**config.mk**
```make
export PLATFORM = sky130hd
export DESIGN_NAME = hub_port_force_sense
export DESIGN_NICKNAME = d
export VERILOG_FILES = /design/src/hub_port_pkg.sv /design/src/hub_port_force_sense.sv /design/src/pin_drive_cell.sv /design/src/line_sense_cell.sv
export VERILOG_INCLUDE_DIRS = /design/src
export SDC_FILE = /design/constraint.sdc
export NUM_CORES = 1
export LEC_CHECK = 0
export ABC_AREA = 1
export BUFFER_PORTS_ARGS = -buffer_cell sky130_fd_sc_hd__buf_2
export CORE_ASPECT_RATIO = 1.75
export CORE_UTILIZATION = 25
export DETAILED_ROUTE_END_ITERATION = 10
export PLACE_DENSITY = 0.43
export SKIP_CTS_REPAIR_TIMING = 1
export SKIP_LAST_GASP = 1
export SLEW_MARGIN = 20
export SYNTH_ARGS = -nofsm -noshare
export SYNTH_HDL_FRONTEND = slang
export SYNTH_SLANG_ARGS = --single-unit
```
**constraint.sdc**
```tcl
create_clock -name sys_clk -period 2.32 [get_ports sys_clk]
set_input_delay 0.696 -clock sys_clk [delete_from_list [all_inputs] [get_ports sys_clk]]
set_output_delay 0.696 -clock sys_clk [all_outputs]
set_load 0.01 [all_outputs]
```
**src/hub_port_cfg.svh**
```systemverilog
// Register offsets, field positions, reset values and widths for the downstream
// port force and sense block. Included by every module file of that block.
`ifndef HUB_PORT_CFG_SVH
`define HUB_PORT_CFG_SVH

// Register offsets on the 8-bit register port.
`define OFF_DRIVE_CTL 8'h4B
`define OFF_SE0_FLAGS 8'h4F
`define OFF_DIFF_STATE 8'h50
`define OFF_PULL_LOW_A 8'h51
`define OFF_PULL_LOW_B 8'h52

// Reset values.
`define RST_DRIVE_CTL 8'h00
`define RST_PULL_LOW_A 8'h00
`define RST_PULL_LOW_B 6'h00
`define RST_STATUS 8'h00

// Field layout.
`define NUM_PORTS 7
`define CTL_PORTS 4
`define PULL_A_PORTS 4
`define PULL_B_BITS 6
`define RESERVED_MSB 7

// Synchroniser depth for the line receivers.
`define SYNC_STAGES 2

`endif

```
**src/hub_port_pkg.sv**
```systemverilog
// Types shared by the downstream port force and sense block.
// Assumes the constants header is compiled alongside it.
package hub_port_pkg;

  // Forcing mode of one port's two-bit control field.
  typedef enum logic [1:0] {
    FORCE_NONE = 2'b00,
    FORCE_DIFF1 = 2'b01,
    FORCE_DIFF0 = 2'b10,
    FORCE_SE0 = 2'b11
  } force_mode_t;

  // Normal repeater drive for one port.
  typedef struct packed {
    logic dp;
    logic dm;
    logic oe;
  } pin_pair_t;

  // Final pin drive for one port, with its edge-rate selection.
  typedef struct packed {
    logic dpOut;
    logic dpOe;
    logic dmOut;
    logic dmOe;
    logic edgeShaped;
    logic edgeLowSpeed;
  } port_drive_t;

endpackage

```
**src/hub_port_force_sense.sv**
```systemverilog
// Downstream port line forcing and line-state sensing for a hub repeater.
// Assumes a register port on sys_clk, a bus reset level from the USB core on
// sys_clk, repeater drive and port speed bits on sys_clk, and raw pin receivers.
//
// Function
// - Each of ports 1 to 4 has a two-bit field that selects normal, differential one, differential zero or SE0.
// - Port n's field sits at bits 2n-1:2n-2 of the 8-bit control register, reset to zero.
// - Force-low registers pull any single D+ or D- pin low or leave it alone.
// - Pull-low drives without edge shaping, while control forcing uses shaped edges.
// - Pull-low stays in force while the device is suspended.
// - The first force-low register holds ports 1 to 4, D+ on odd and D- on even bits.
// - The second force-low register holds ports 5 to 7 in bits 5:0, bits 7:6 reserved.
// - SE0 status bit n-1 reads 1 while port n is in SE0, and bit 7 reads 0.
// - Data bit n-1 reads 1 when D+ exceeds D- and 0 when D- exceeds D+, bit 7 reads 0.
// - Data bits reflect the differential line state only, not the port speed.
// - During SE0 a data bit keeps the last differential value before it.
// - SE0 status and data registers clear on chip reset and on USB bus reset.
// - Forced edges are low-speed when the port speed bit is 1, full-speed when 0.
//
// The plain strobed port was left to the implementer.
`timescale 1ns/1ps
`include "hub_port_cfg.svh"

module hub_port_force_sense #(
  parameter int NPORT = `NUM_PORTS
) (
  input wire logic sys_clk,
  input wire logic rstn,
  input wire logic busReset,
  input wire logic suspendActive,
  input wire logic [7:0] regAddr,
  input wire logic [7:0] regWdata,
  input wire logic regWr,
  input wire logic regRd,
  output logic [7:0] regRdata,
  input wire logic [NPORT-1:0] portSpeed,
  input wire logic [NPORT-1:0] rptDp,
  input wire logic [NPORT-1:0] rptDm,
  input wire logic [NPORT-1:0] rptOe,
  input wire logic [NPORT-1:0] dpIn,
  input wire logic [NPORT-1:0] dmIn,
  output logic [NPORT-1:0] dpOut,
  output logic [NPORT-1:0] dpOe,
  output logic [NPORT-1:0] dmOut,
  output logic [NPORT-1:0] dmOe,
  output logic [NPORT-1:0] edgeShaped,
  output logic [NPORT-1:0] edgeLowSpeed
);

  logic [7:0] driveCtl_reg;
  logic [7:0] pullLowA_reg;
  logic [5:0] pullLowB_reg;
  logic [7:0] rdata_reg;
  logic [7:0] rdata_next;
  logic [NPORT-1:0] se0Flags;
  logic [NPORT-1:0] diffFlags;
  logic [7:0] se0View;
  logic [7:0] diffView;
  logic [7:0] pullBView;
  logic [13:0] pullLowAll;
  logic selCtl;
  logic selSe0;
  logic selDiff;
  logic selPullA;
  logic selPullB;
  logic wrCtl;
  logic wrPullA;
  logic wrPullB;

  // Address decode for the register port.
  assign selCtl = (regAddr == `OFF_DRIVE_CTL);
  assign selSe0 = (regAddr == `OFF_SE0_FLAGS);
  assign selDiff = (regAddr == `OFF_DIFF_STATE);
  assign selPullA = (regAddr == `OFF_PULL_LOW_A);
  assign selPullB = (regAddr == `OFF_PULL_LOW_B);
  assign wrCtl = regWr & selCtl;
  assign wrPullA = regWr & selPullA;
  assign wrPullB = regWr & selPullB;

  // The control register survives bus reset on purpose: firmware uses it to drive
  // the downstream bus reset itself.
  always_ff @(posedge sys_clk or negedge rstn) begin
    if (!rstn) begin
      driveCtl_reg <= `RST_DRIVE_CTL;
    end else if (wrCtl) begin
      driveCtl_reg <= regWdata;
    end
  end

  // Force-low registers; they are not touched by suspend so pins stay held there.
  always_ff @(posedge sys_clk or negedge rstn) begin
    if (!rstn) begin
      pullLowA_reg <= `RST_PULL_LOW_A;
      pullLowB_reg <= `RST_PULL_LOW_B;
    end else begin
      if (wrPullA) begin
        pullLowA_reg <= regWdata;
      end
      if (wrPullB) begin
        pullLowB_reg <= regWdata[`PULL_B_BITS-1:0];
      end
    end
  end

  // Status views pad to eight bits with the reserved top bit at zero.
  assign se0View = {{(8 - NPORT){1'b0}}, se0Flags};
  assign diffView = {{(8 - NPORT){1'b0}}, diffFlags};
  assign pullBView = {2'b00, pullLowB_reg};
  assign pullLowAll = {pullLowB_reg, pullLowA_reg};

  // Read mux; an unmapped address reads zero.
  assign rdata_next = selCtl ? driveCtl_reg :
                      selSe0 ? se0View :
                      selDiff ? diffView :
                      selPullA ? pullLowA_reg :
                      selPullB ? pullBView : `RST_STATUS;

  // Read data stand only in the cycle after the read strobe.
  always_ff @(posedge sys_clk or negedge rstn) begin
    if (!rstn) begin
      rdata_reg <= 8'h00;
    end else begin
      rdata_reg <= regRd ? rdata_next : 8'h00;
    end
  end

  assign regRdata = rdata_reg;

  // One driver and one sense cell per port; only ports 1 to 4 have a control field.
  genvar i;
  generate
    for (i = 0; i < NPORT; i = i + 1) begin : g_port
      hub_port_pkg::port_drive_t drv;
      hub_port_pkg::pin_pair_t rpt;
      hub_port_pkg::force_mode_t mode;

      if (i < `CTL_PORTS) begin : g_ctl
        assign mode = hub_port_pkg::force_mode_t'(driveCtl_reg[2*i+1:2*i]);
      end else begin : g_noctl
        assign mode = hub_port_pkg::FORCE_NONE;
      end

      assign rpt.dp = rptDp[i];
      assign rpt.dm = rptDm[i];
      assign rpt.oe = rptOe[i];

      pin_drive_cell u_drive (
        .sys_clk(sys_clk),
        .rstn(rstn),
        .forceCtl(mode),
        .pullLowDp(pullLowAll[2*i+1]),
        .pullLowDm(pullLowAll[2*i]),
        .lowSpeed(portSpeed[i]),
        .suspendActive(suspendActive),
        .rptDrive(rpt),
        .drive(drv)
      );

      line_sense_cell u_sense (
        .sys_clk(sys_clk),
        .rstn(rstn),
        .busReset(busReset),
        .dpPin(dpIn[i]),
        .dmPin(dmIn[i]),
        .se0Flag(se0Flags[i]),
        .diffBit(diffFlags[i])
      );

      assign dpOut[i] = drv.dpOut;
      assign dpOe[i] = drv.dpOe;
      assign dmOut[i] = drv.dmOut;
      assign dmOe[i] = drv.dmOe;
      assign edgeShaped[i] = drv.edgeShaped;
      assign edgeLowSpeed[i] = drv.edgeLowSpeed;
    end
  endgenerate
endmodule // hub_port_force_sense

```
**src/pin_drive_cell.sv**
```systemverilog
// One downstream port's pin driver: merges repeater drive, control-field forcing
// and per-pin pull-low. Assumes all inputs come from logic on sys_clk.
`timescale 1ns/1ps
`include "hub_port_cfg.svh"

module pin_drive_cell (
  input wire logic sys_clk,
  input wire logic rstn,
  input hub_port_pkg::force_mode_t forceCtl,
  input wire logic pullLowDp,
  input wire logic pullLowDm,
  input wire logic lowSpeed,
  input wire logic suspendActive,
  input hub_port_pkg::pin_pair_t rptDrive,
  output hub_port_pkg::port_drive_t drive
);

  hub_port_pkg::port_drive_t drive_reg;
  hub_port_pkg::port_drive_t drive_next;
  logic ctlActive;
  logic ctlDp;
  logic ctlDm;

  // Control forcing is dropped in suspend because the edge shaper is not clocked there.
  assign ctlActive = (forceCtl != hub_port_pkg::FORCE_NONE) && !suspendActive;
  assign ctlDp = (forceCtl == hub_port_pkg::FORCE_DIFF1);
  assign ctlDm = (forceCtl == hub_port_pkg::FORCE_DIFF0);

  // Pull-low wins over both other sources, pin by pin, and bypasses edge shaping.
  assign drive_next.dpOut = pullLowDp ? 1'b0 : (ctlActive ? ctlDp : rptDrive.dp);
  assign drive_next.dmOut = pullLowDm ? 1'b0 : (ctlActive ? ctlDm : rptDrive.dm);
  assign drive_next.dpOe = pullLowDp | ctlActive | rptDrive.oe;
  assign drive_next.dmOe = pullLowDm | ctlActive | rptDrive.oe;
  assign drive_next.edgeShaped = !(pullLowDp | pullLowDm) & (ctlActive | rptDrive.oe);
  assign drive_next.edgeLowSpeed = lowSpeed;

  // Registered so the pins never glitch while the register port updates.
  always_ff @(posedge sys_clk or negedge rstn) begin
    if (!rstn) begin
      drive_reg <= '0;
    end else begin
      drive_reg <= drive_next;
    end
  end

  assign drive = drive_reg;

endmodule // pin_drive_cell

```
**src/line_sense_cell.sv**
```systemverilog
// One downstream port's line receiver sense: synchronises D+ and D- and keeps
// the SE0 flag and the last differential value. Pins are asynchronous to sys_clk.
`timescale 1ns/1ps
`include "hub_port_cfg.svh"

module line_sense_cell (
  input wire logic sys_clk,
  input wire logic rstn,
  input wire logic busReset,
  input wire logic dpPin,
  input wire logic dmPin,
  output logic se0Flag,
  output logic diffBit
);

  logic [1:0] meta_reg;
  logic [1:0] sync_reg;
  logic se0_reg;
  logic se0_next;
  logic diff_reg;
  logic diff_next;
  logic isDiff;

  // Two-flop synchroniser; the first stage feeds only the second.
  always_ff @(posedge sys_clk or negedge rstn) begin
    if (!rstn) begin
      meta_reg <= 2'h0;
      sync_reg <= 2'h0;
    end else begin
      meta_reg <= {dpPin, dmPin};
      sync_reg <= meta_reg;
    end
  end

  // Apart from bus reset, only a true differential state updates the data bit; SE0 and SE1 hold it.
  assign isDiff = sync_reg[1] ^ sync_reg[0];
  assign se0_next = busReset ? 1'b0 : !(sync_reg[1] | sync_reg[0]);
  assign diff_next = busReset ? 1'b0 : (isDiff ? sync_reg[1] : diff_reg);

  // Status refresh runs every clock.
  always_ff @(posedge sys_clk or negedge rstn) begin
    if (!rstn) begin
      se0_reg <= 1'b0;
      diff_reg <= 1'b0;
    end else begin
      se0_reg <= se0_next;
      diff_reg <= diff_next;
    end
  end

  assign se0Flag = se0_reg;
  assign diffBit = diff_reg;

endmodule // line_sense_cell

```
==> results of run 1 <==
## cells by family (layout without fill, tap and decap cells)
| group | count (synthesis) | after routing | share of synthesized area |
|---|---|---|---|
| and+or+nand+nor | 147 | 147 | 0.161 |
| DFF | 114 | 114 | 0.658 |
| buffers and inverters | 75 | 216 | 0.0712 |
| AOI/OAI and AO/OA | 58 | 58 | 0.0900 |
| adders and majority gates | 7 | 7 | 0.0202 |
## cell type report
class / instances / area, um^2 / share of cell area
repair buffers: 116 / 603 / 0.103
clock buffers: 19 / 443 / 0.0760
well taps: 227 / 284 / 0.0487
clock inverters: 13 / 209 / 0.0359
flip-flops and latches: 114 / 2850 / 0.489
multi-input cells: 212 / 1180 / 0.202
inverters: 68 / 260 / 0.0447
## per-layer routing
metal  vias up  global-route usage
li1       1525                   -
met1      1452               0.123
met2        84               0.233
met3        21              0.0337
met4         0              0.0755
met5         -                   0
## worst max-delay path: stages
cell and delay [ns]:
buf_2 0.09, inv_1 0.05, nand2_2 0.08, nor2_4 0.32, nand2_1 0.29, or2_2 0.34, nand2_1 0.07, a21oi_1 0.06
## through the flow
stage / cells / worst slack, ns / area, um^2 / utilization / hold slack [ns]
final: 769 / 0.605 / 5830 / 0.344 / 0.221
after global routing: 769 / 0.413 / 5830 / 0.344 / 0.247
after CTS: 769 / 0.604 / 5830 / 0.344 / 0.227
after detailed placement: 737 / 0.172 / 5180 / 0.305 / 0.335
after global placement: 737 / 0.220 / 5180 / 0.305 / 0.332
after floorplan: 401 / 0.662 / 4340 / - / 0.331
## cells in the mapped netlist
library cell | number | area, um^2
buf_4 | 1 | 7.51
nand2_4 | 2 | 22.5
nor3_2 | 2 | 20.0
nand2_1 | 51 | 191
nor3_4 | 1 | 16.3
clkbuf_1 | 1 | 3.75
ha_1 | 7 | 87.6
nand4_1 | 2 | 12.5
dfrtp_1 | 114 | 2850
or2_2 | 1 | 6.26
nor2_1 | 45 | 169
o21ai_2 | 16 | 140
nand3b_1 | 3 | 22.5
inv_2 | 3 | 11.3
a211oi_1 | 15 | 113
a21boi_0 | 1 | 7.51
inv_1 | 64 | 240
buf_6 | 2 | 22.5
a21oi_1 | 13 | 65.1
inv_6 | 1 | 8.76
nand2_2 | 5 | 31.3
buf_2 | 3 | 15.0
and3_1 | 1 | 6.26
o21ai_0 | 13 | 65.1
or2_0 | 4 | 25.0
nand3_1 | 19 | 95.1
nor3_1 | 7 | 35.0
nor2_4 | 4 | 45.0
## final timing paths
| check | startpoint | to | slack (ns) | depth (start not counted) |
|---|---|---|---|---|
| worst max-delay path | regAddr[7] | regRdata[0] | 0.61 | 8 |
| worst min-delay path | rstn | g_port[2].u_drive.drive[0] | 0.22 | 1 |
| worst max register to register | pullLowA_reg[6] | regRdata[6] | 1.29 | 6 |
| worst min register to register | g_port[4].u_sense.meta_reg[1] | g_port[4].u_sense.sync_reg[1] | 0.35 | 0 |
| max in group asynchronous | rstn | g_port[4].u_sense.diffBit | 1.44 | 2 |
| min in group sys_clk | g_port[4].u_sense.meta_reg[1] | g_port[4].u_sense.sync_reg[1] | 0.35 | 0 |
## report_power, final
group	total (mW)	internal [mW]	switching [mW]
combinational	0.324	0.128	0.196
sequential	2.15	2.09	0.0564
clock	2.87	1.93	0.933
==> flow_metrics.tcl, run 1 <==
set metrics [dict create \
    dr.pass1.iters 4 \
    fillers 1726 \
    synth_nets 472 \
    cts_buffers 17 \
    final_hold_viol_count 0 \
    pin_count 114 \
    cts_sinks 114 \
    cts_root_buf "clkbuf_16" \
    insertion_delay_ns 0.41 \
    wl_per_cell_um 13.5 \
    tightest_slew_ns 0.457 \
    grt_pass1_vias 3269 \
    grt_pass1_wl_um 16600 \
    ys_ff_latch 114 \
    rows 63 \
    cp_max_fo 16 \
    die_area_um2 17900 \
    wl_met1_um 3660 \
    clk_pin_slew_ns 0.06 \
    max_freq_mhz 583 \
    tritoncts "done" \
    clock_path_buffers 2 \
    drtIter0Drc 111 \
    syn_area_per_cell_um2 10.8 \
    hpwl_um 8030 \
    setup_violations 0 \
    largest_reg_flops 42 \
    required_ns 2.61 \
    dr_total_vias 3082 \
    syn_area_um2 4340 \
    drive_gt1_frac 0.336 \
    layout_commonest_cell "dfrtp_1" \
    worstHoldPathType "primary input to async pin" \
    skew_ns 0.00783 \
    relSlewSlack 0.695 \
    syn_inst 401 \
    finalPower_mw 5.34 \
    leakagePower_nw 2.93 \
    status "finished, final reports clean" \
    die_w_um 102 \
    tns_ns 0 \
    path_class "primary input to flip-flop" \
    mostFrequentLayoutCells "dfrtp_1 (114), buf_2 (112), inv_1 (64)" \
    ir_drop_mv 0.486 \
    drc 0 \
    top_layer "met4" \
    report.final.slew_viol_count 0 \
    drv_cap 0 \
    diodes 0 \
    grt.total_usage 0.127 \
    critPathLaunchType "primary input" \
    cp-end-kind "flip-flop" \
    drt_wl_total_um 10400 \
    antenna_found_initial 0 \
    crit_arrival_ns 2.01 \
    core-area_um2 16900 \
    htreeDepth 4 \
    finalNetCount 600 \
    die_h_um 176 \
    gp_congestion 0.812 \
    start_util 0.256 \
    finalCriticalPeriod_ns 1.71 \
    detail-route-antenna-nets 0 \
    vias_per_cell 4.01 \
    met3_length_um 497 \
    ys_seq_area_frac 0.658 \
    rsz0062_at_grt "false" \
    yosysUniqueCellTypes 28 \
    yosysWarnings 0 \
    routed-wl-met2_um 5870 \
    grt_max_degree 45 \
    grt_overflow_total 0 \
    io_buffer_count 113 \
    finalCritPeriodShare 0.739 \
    synthToLayoutAreaGrowth_pct 34.4 \
    pwr_density_cell_nw_per_um2 916 \
]
Power figures use the tool's default switching activity.
==> run 2: changes to the inputs <==
--- a/config.mk
+++ b/config.mk
@@ -11,7 +11,7 @@
 export CORE_ASPECT_RATIO = 1.75
 export CORE_UTILIZATION = 25
 export DETAILED_ROUTE_END_ITERATION = 10
-export PLACE_DENSITY = 0.43
+export PLACE_DENSITY = 0.44
 export SKIP_CTS_REPAIR_TIMING = 1
 export SKIP_LAST_GASP = 1
 export SLEW_MARGIN = 20
==> constraint.sdc (replaced) <==
create_clock -name sys_clk -period 1.5 [get_ports sys_clk]
set_input_delay 0.45 -clock sys_clk [delete_from_list [all_inputs] [get_ports sys_clk]]
set_output_delay 0.45 -clock sys_clk [all_outputs]
set_load 0.01 [all_outputs]
==> run 2 against run 1 <==
Effect of this change:
- clock skew decreased by 0.0014 ns
- worst setup slack worse by 0.53 ns
- utilization increased by 0.40 points
- clock power increased by 41%
- sequential share of layout area down 0.56 points
- critical path type is now flip-flop to output pin
- highest routed layer unchanged
==> flow_metrics.tcl, run 2 (same netlist as run 1, synthesis figures left out) <==
set metrics [dict create \
    status "finished, final reports clean" \
    drc 0 \
    htreeDepth 4 \
    fin_cells 784 \
    max_freq_mhz 702 \
    report.final.slew_viol_count 0 \
    die_w_um 102 \
    layout_commonest_cell "dfrtp_1" \
    cts_buffers 17 \
    rows 63 \
    cp-end-kind "output pin" \
    antenna_found_initial 0 \
    dpl_cell_area_um2 5300 \
    rsz0062_at_grt "false" \
    relSlewSlack 0.689 \
    max_stage_delay_ns 0.41 \
    detail-route-antenna-nets 0 \
    dr.pass1.iters 4 \
    crit_arrival_ns 0.97 \
    cts_root_buf "clkbuf_16" \
    start_util 0.256 \
    grt.total_usage 0.127 \
    grt_pass1_vias 3132 \
    gp_congestion 0.790 \
    insertion_delay_ns 0.41 \
    tightest_slew_ns 0.466 \
    dr_total_vias 3110 \
    synthToLayoutAreaGrowth_pct 35.9 \
    drive_gt1_frac 0.354 \
    critPathLaunchType "flip-flop" \
    cp_max_fo 1 \
    cts_sinks 114 \
    finalCriticalPeriod_ns 1.42 \
    fin_area_um2 5900 \
    place_inst 752 \
    mostFrequentLayoutCells "dfrtp_1 (114), buf_2 (112), inv_1 (64)" \
    setup_violations 0 \
    drtIter0Drc 108 \
    crit_chain "buf_2" \
    final_hold_viol_count 0 \
    required_ns 1.05 \
    finalCritPeriodShare 0.949 \
    leakagePower_nw 2.98 \
    pin_count 114 \
    drt_wl_total_um 10200 \
    grt_pass1_wl_um 16400 \
    finalNetCount 615 \
    largest_reg_flops 42 \
    worstHoldPathType "primary input to async pin" \
    utilization 0.348 \
    drv_cap 0 \
    vias_per_cell 3.97 \
    diodes 0 \
    io_buffer_count 113 \
    path_class "flip-flop to output pin" \
    grt_max_degree 59 \
    pwr_density_cell_nw_per_um2 1340 \
    fillers 1737 \
    die_h_um 176 \
    grt_overflow_total 0 \
    clk_pin_slew_ns 0.06 \
    skew_ns 0.00644 \
    crit_family "flip-flops" \
    ir_drop_mv 0.626 \
    die_area_um2 17900 \
    clock_path_buffers 2 \
    core-area_um2 16900 \
    crit_path_top_delay_cell "dfrtp_1" \
    hpwl_um 7860 \
    wl_per_cell_um 13.1 \
    tritoncts "done" \
    worst-path-buf-inv 1 \
]
-- run 2: metal layers --
metal | global-route usage | routed length, um | vias up
li1 | - | - | 1554
met1 | 0.129 | 3730 | 1457
met2 | 0.233 | 5880 | 83
met3 | 0.0329 | 376 | 16
met4 | 0.0640 | 247 | 0
met5 | 0 | 0 | -
-- run 2: worst register-to-register path, delay by kind of cell (launching register included) --
kind / cells / cell delay, ns
AO/OA/AOI/OAI: 1 / 0.24
flip-flops: 1 / 0.35
buffers and inverters: 1 / 0.07
adder cells (fa/ha/maj): 1 / 0.24
-- run 2: where the power goes --
group          internal (mW)  leakage [nW]  switching [mW]
clock network           2.60         0.278            1.44
registers               3.23          1.39          0.0917
logic                  0.211          1.30           0.304
-- run 2: worst paths after layout --
path                                               startpoint                             to  slack [ns]  cells past startpoint
worst max register to register  g_port[0].u_sense.sync_reg[1]      g_port[0].u_sense.diffBit        0.49                      3
worst min-delay path                                     rstn     g_port[3].u_drive.drive[0]        0.04                      2
max in group asynchronous                                rstn     g_port[2].u_drive.drive[2]        1.19                      2
worst min register to register  g_port[3].u_sense.meta_reg[1]  g_port[3].u_sense.sync_reg[1]        0.35                      0
min in group sys_clk                                  dmIn[4]  g_port[4].u_sense.meta_reg[0]        0.14                      1
worst max-delay path                              regRdata[1]                    regRdata[1]        0.08                      1
-- run 2: through the flow --
stage / total power [mW] / hold WS [ns] / setup TNS (ns) / setup WS [ns]
floorplan: 3.58 / 0.154 / 0 / 0.0876
CTS: 7.98 / 0.0463 / 0 / 0.0451
detailed placement: 3.91 / 0.335 / -4.76 / -0.193
global placement: 3.90 / 0.334 / -4.78 / -0.198
global route: 8.22 / 0.0538 / 0 / 0.0407
finish: 7.88 / 0.0390 / 0 / 0.0758
-- run 2: layout make-up --
cell class / instances / area (um^2) / area share
Sequential cell: 114 / 2850 / 0.484
Multi-Input combinational cell: 212 / 1180 / 0.199
Timing Repair Buffer: 131 / 728 / 0.124
Clock buffer: 18 / 429 / 0.0728
Tap cell: 227 / 284 / 0.0482
Inverter: 68 / 260 / 0.0441
Clock inverter: 14 / 165 / 0.0280
==> run 3: changes to the inputs <==
--- a/config.mk
+++ b/config.mk
@@ -10,8 +10,10 @@
 export BUFFER_PORTS_ARGS = -buffer_cell sky130_fd_sc_hd__buf_2
 export CORE_ASPECT_RATIO = 1.75
 export CORE_UTILIZATION = 25
+export CTS_CLUSTER_SIZE = 20
 export DETAILED_ROUTE_END_ITERATION = 10
 export PLACE_DENSITY = 0.44
+export RECOVER_POWER = 100
 export SKIP_CTS_REPAIR_TIMING = 1
 export SKIP_LAST_GASP = 1
 export SLEW_MARGIN = 20
==> run 3 against run 2 <==
Effect of this change:
- maximum frequency up 1.2%
- flip-flop and latch count unchanged
- worst hold slack better by 0.10 ns
- sequential power about the same
- global-route usage unchanged
- critical path depth unchanged
- non-clock buffer count unchanged
- critical endpoint unchanged
- largest power group unchanged
- highest routed layer unchanged
==> flow_metrics.tcl, run 3 (same netlist as run 1, synthesis figures left out) <==
set metrics [dict create \
    drv_cap 0 \
    synthToLayoutAreaGrowth_pct 32.8 \
    switching_share 0.233 \
    drive_gt1_frac 0.248 \
    insertion_delay_ns 0.41 \
    vias_per_cell 3.97 \
    layout_commonest_cell "dfrtp_1" \
    relSlewSlack 0.178 \
    p_seq_frac 0.424 \
    clock_path_buffers 2 \
    start_util 0.256 \
    report.final.slew_viol_count 0 \
    die_h_um 176 \
    finalCriticalPeriod_ns 1.41 \
    crit_family "flip-flops" \
    grt_use_met1 0.129 \
    dr_total_vias 3114 \
    clk_pin_slew_ns 0.06 \
    layout_setup_ws_ns 0.0926 \
    drc 0 \
    detail-route-antenna-nets 0 \
    fin_area_um2 5760 \
    finalCritPeriodShare 0.938 \
    cts_sinks 114 \
    die_area_um2 17900 \
    pin_count 114 \
    grt_max_degree 59 \
    crit_chain "clkbuf_2" \
    power.internal_mw 6.01 \
    cts_root_buf "clkbuf_16" \
    tightest_slew_ns 1.23 \
    core-area_um2 16900 \
    finalNetCount 615 \
    busiest_layer "met2" \
    largest_reg_flops 42 \
    path_class "flip-flop to output pin" \
    mostFrequentLayoutCells "dfrtp_1 (114), inv_1 (65), buf_2 (62)" \
    max_stage_delay_ns 0.41 \
    diodes 0 \
    crit_arrival_ns 0.96 \
    io_buffer_count 113 \
    drtIter0Drc 100 \
    cp-end-kind "output pin" \
    dr.pass1.iters 6 \
    antenna_found_initial 0 \
    regToRegSetupSlack_ns 0.49 \
    finalPower_mw 7.84 \
    grt_pass1_wl_um 16400 \
    crit_path_top_delay_cell "dfrtp_1" \
    critPathLaunchType "flip-flop" \
    final_hold_viol_count 0 \
    die_w_um 102 \
    grt_use_met3 0.0329 \
    pre_cts_slack_ns -0.193 \
    ir_drop_mv 0.625 \
    p_comb_frac 0.061 \
    tritoncts "done" \
    status "finished, final reports clean" \
    skew_ns 0.00610 \
    p_sw_mw 1.83 \
    cp_max_fo 1 \
    grt.total_usage 0.127 \
    wl_per_cell_um 13.1 \
    setup_violations 0 \
    required_ns 1.05 \
    worst-path-buf-inv 1 \
    grt_overflow_total 0 \
    max_freq_mhz 711 \
    grt_pass1_vias 3132 \
    hpwl_um 7860 \
    cts_buffers 17 \
    gp_congestion 0.790 \
    drt_wl_total_um 10300 \
    dpl_cell_area_um2 5300 \
    rows 63 \
    htreeDepth 4 \
    pwr_density_cell_nw_per_um2 1360 \
    use_met2 0.233 \
    worstHoldPathType "primary input to flip-flop" \
    leakagePower_nw 2.78 \
    rsz0062_at_grt "false" \
    clockPowerShare 0.515 \
]
-- run 3: cell types whose count changed in the layout (fill, tap and decap cells not counted), moves of 2 or more --
cell	before	now
buf_12	2	0
buf_2	112	62
buf_4	17	15
clkbuf_1	1	51
clkbuf_2	0	2
clkbuf_4	0	2
o21ai_0	13	21
o21ai_2	16	8
-- run 3: power groups by stage --
| stage | clock network (mW) | registers, mW | logic [mW] |
|---|---|---|---|
| floorplan | 0 | 3.38 | 0.205 |
| global placement | 0 | 3.38 | 0.519 |
| detailed placement | 0 | 3.38 | 0.530 |
| CTS | 4.13 | 3.33 | 0.532 |
| global route | 4.28 | 3.35 | 0.555 |
| finish | 4.04 | 3.33 | 0.478 |
-- run 3: path summary, 6_finish.rpt --
| path | to | startpoint | cells past startpoint |
|---|---|---|---|
| worst max-delay path | regRdata[1] | regRdata[1] | 1 |
| max in group asynchronous | g_port[4].u_sense.diffBit | rstn | 2 |
| worst max register to register | g_port[0].u_sense.diffBit | g_port[0].u_sense.sync_reg[1] | 3 |
| worst min register to register | g_port[3].u_sense.sync_reg[1] | g_port[3].u_sense.meta_reg[1] | 0 |
| min in group asynchronous | g_port[1].u_drive.drive[0] | rstn | 2 |
| worst min-delay path | g_port[4].u_sense.meta_reg[0] | dmIn[4] | 1 |
-- run 3: per-layer routing --
layer | wire (um) | vias up | part of all wire
li1 | - | 1556 | -
met1 | 3730 | 1468 | 0.36
met2 | 5930 | 73 | 0.58
met3 | 379 | 17 | 0.037
met4 | 242 | 0 | 0.024
met5 | 0 | - | 0
-- run 3: worst register-to-register path: cells and delay by family (launching register included) --
kind	cells	cell delay [ns]
buffers and inverters	1	0.07
AO/OA/AOI/OAI	1	0.24
flip-flops	1	0.35
adder cells (fa/ha/maj)	1	0.24
-- run 3: cell type report --
type,count,area [um^2]
clock buffers,18,429
clock inverters,14,165
fillers,1785,11200
inverters,68,259
multi-input cells,212,1140
flip-flops and latches,114,2850
well taps,227,284
repair buffers,131,636
-- run 3: through the flow --
step	setup TNS, ns	instances	hold WS [ns]	utilization
after floorplan	0	401	0.154	-
after global placement	-4.78	752	0.334	0.313
after detailed placement	-4.76	752	0.335	0.313
after CTS	0	784	0.0463	0.348
after global routing	0	784	0.125	0.340
final	0	784	0.140	0.340
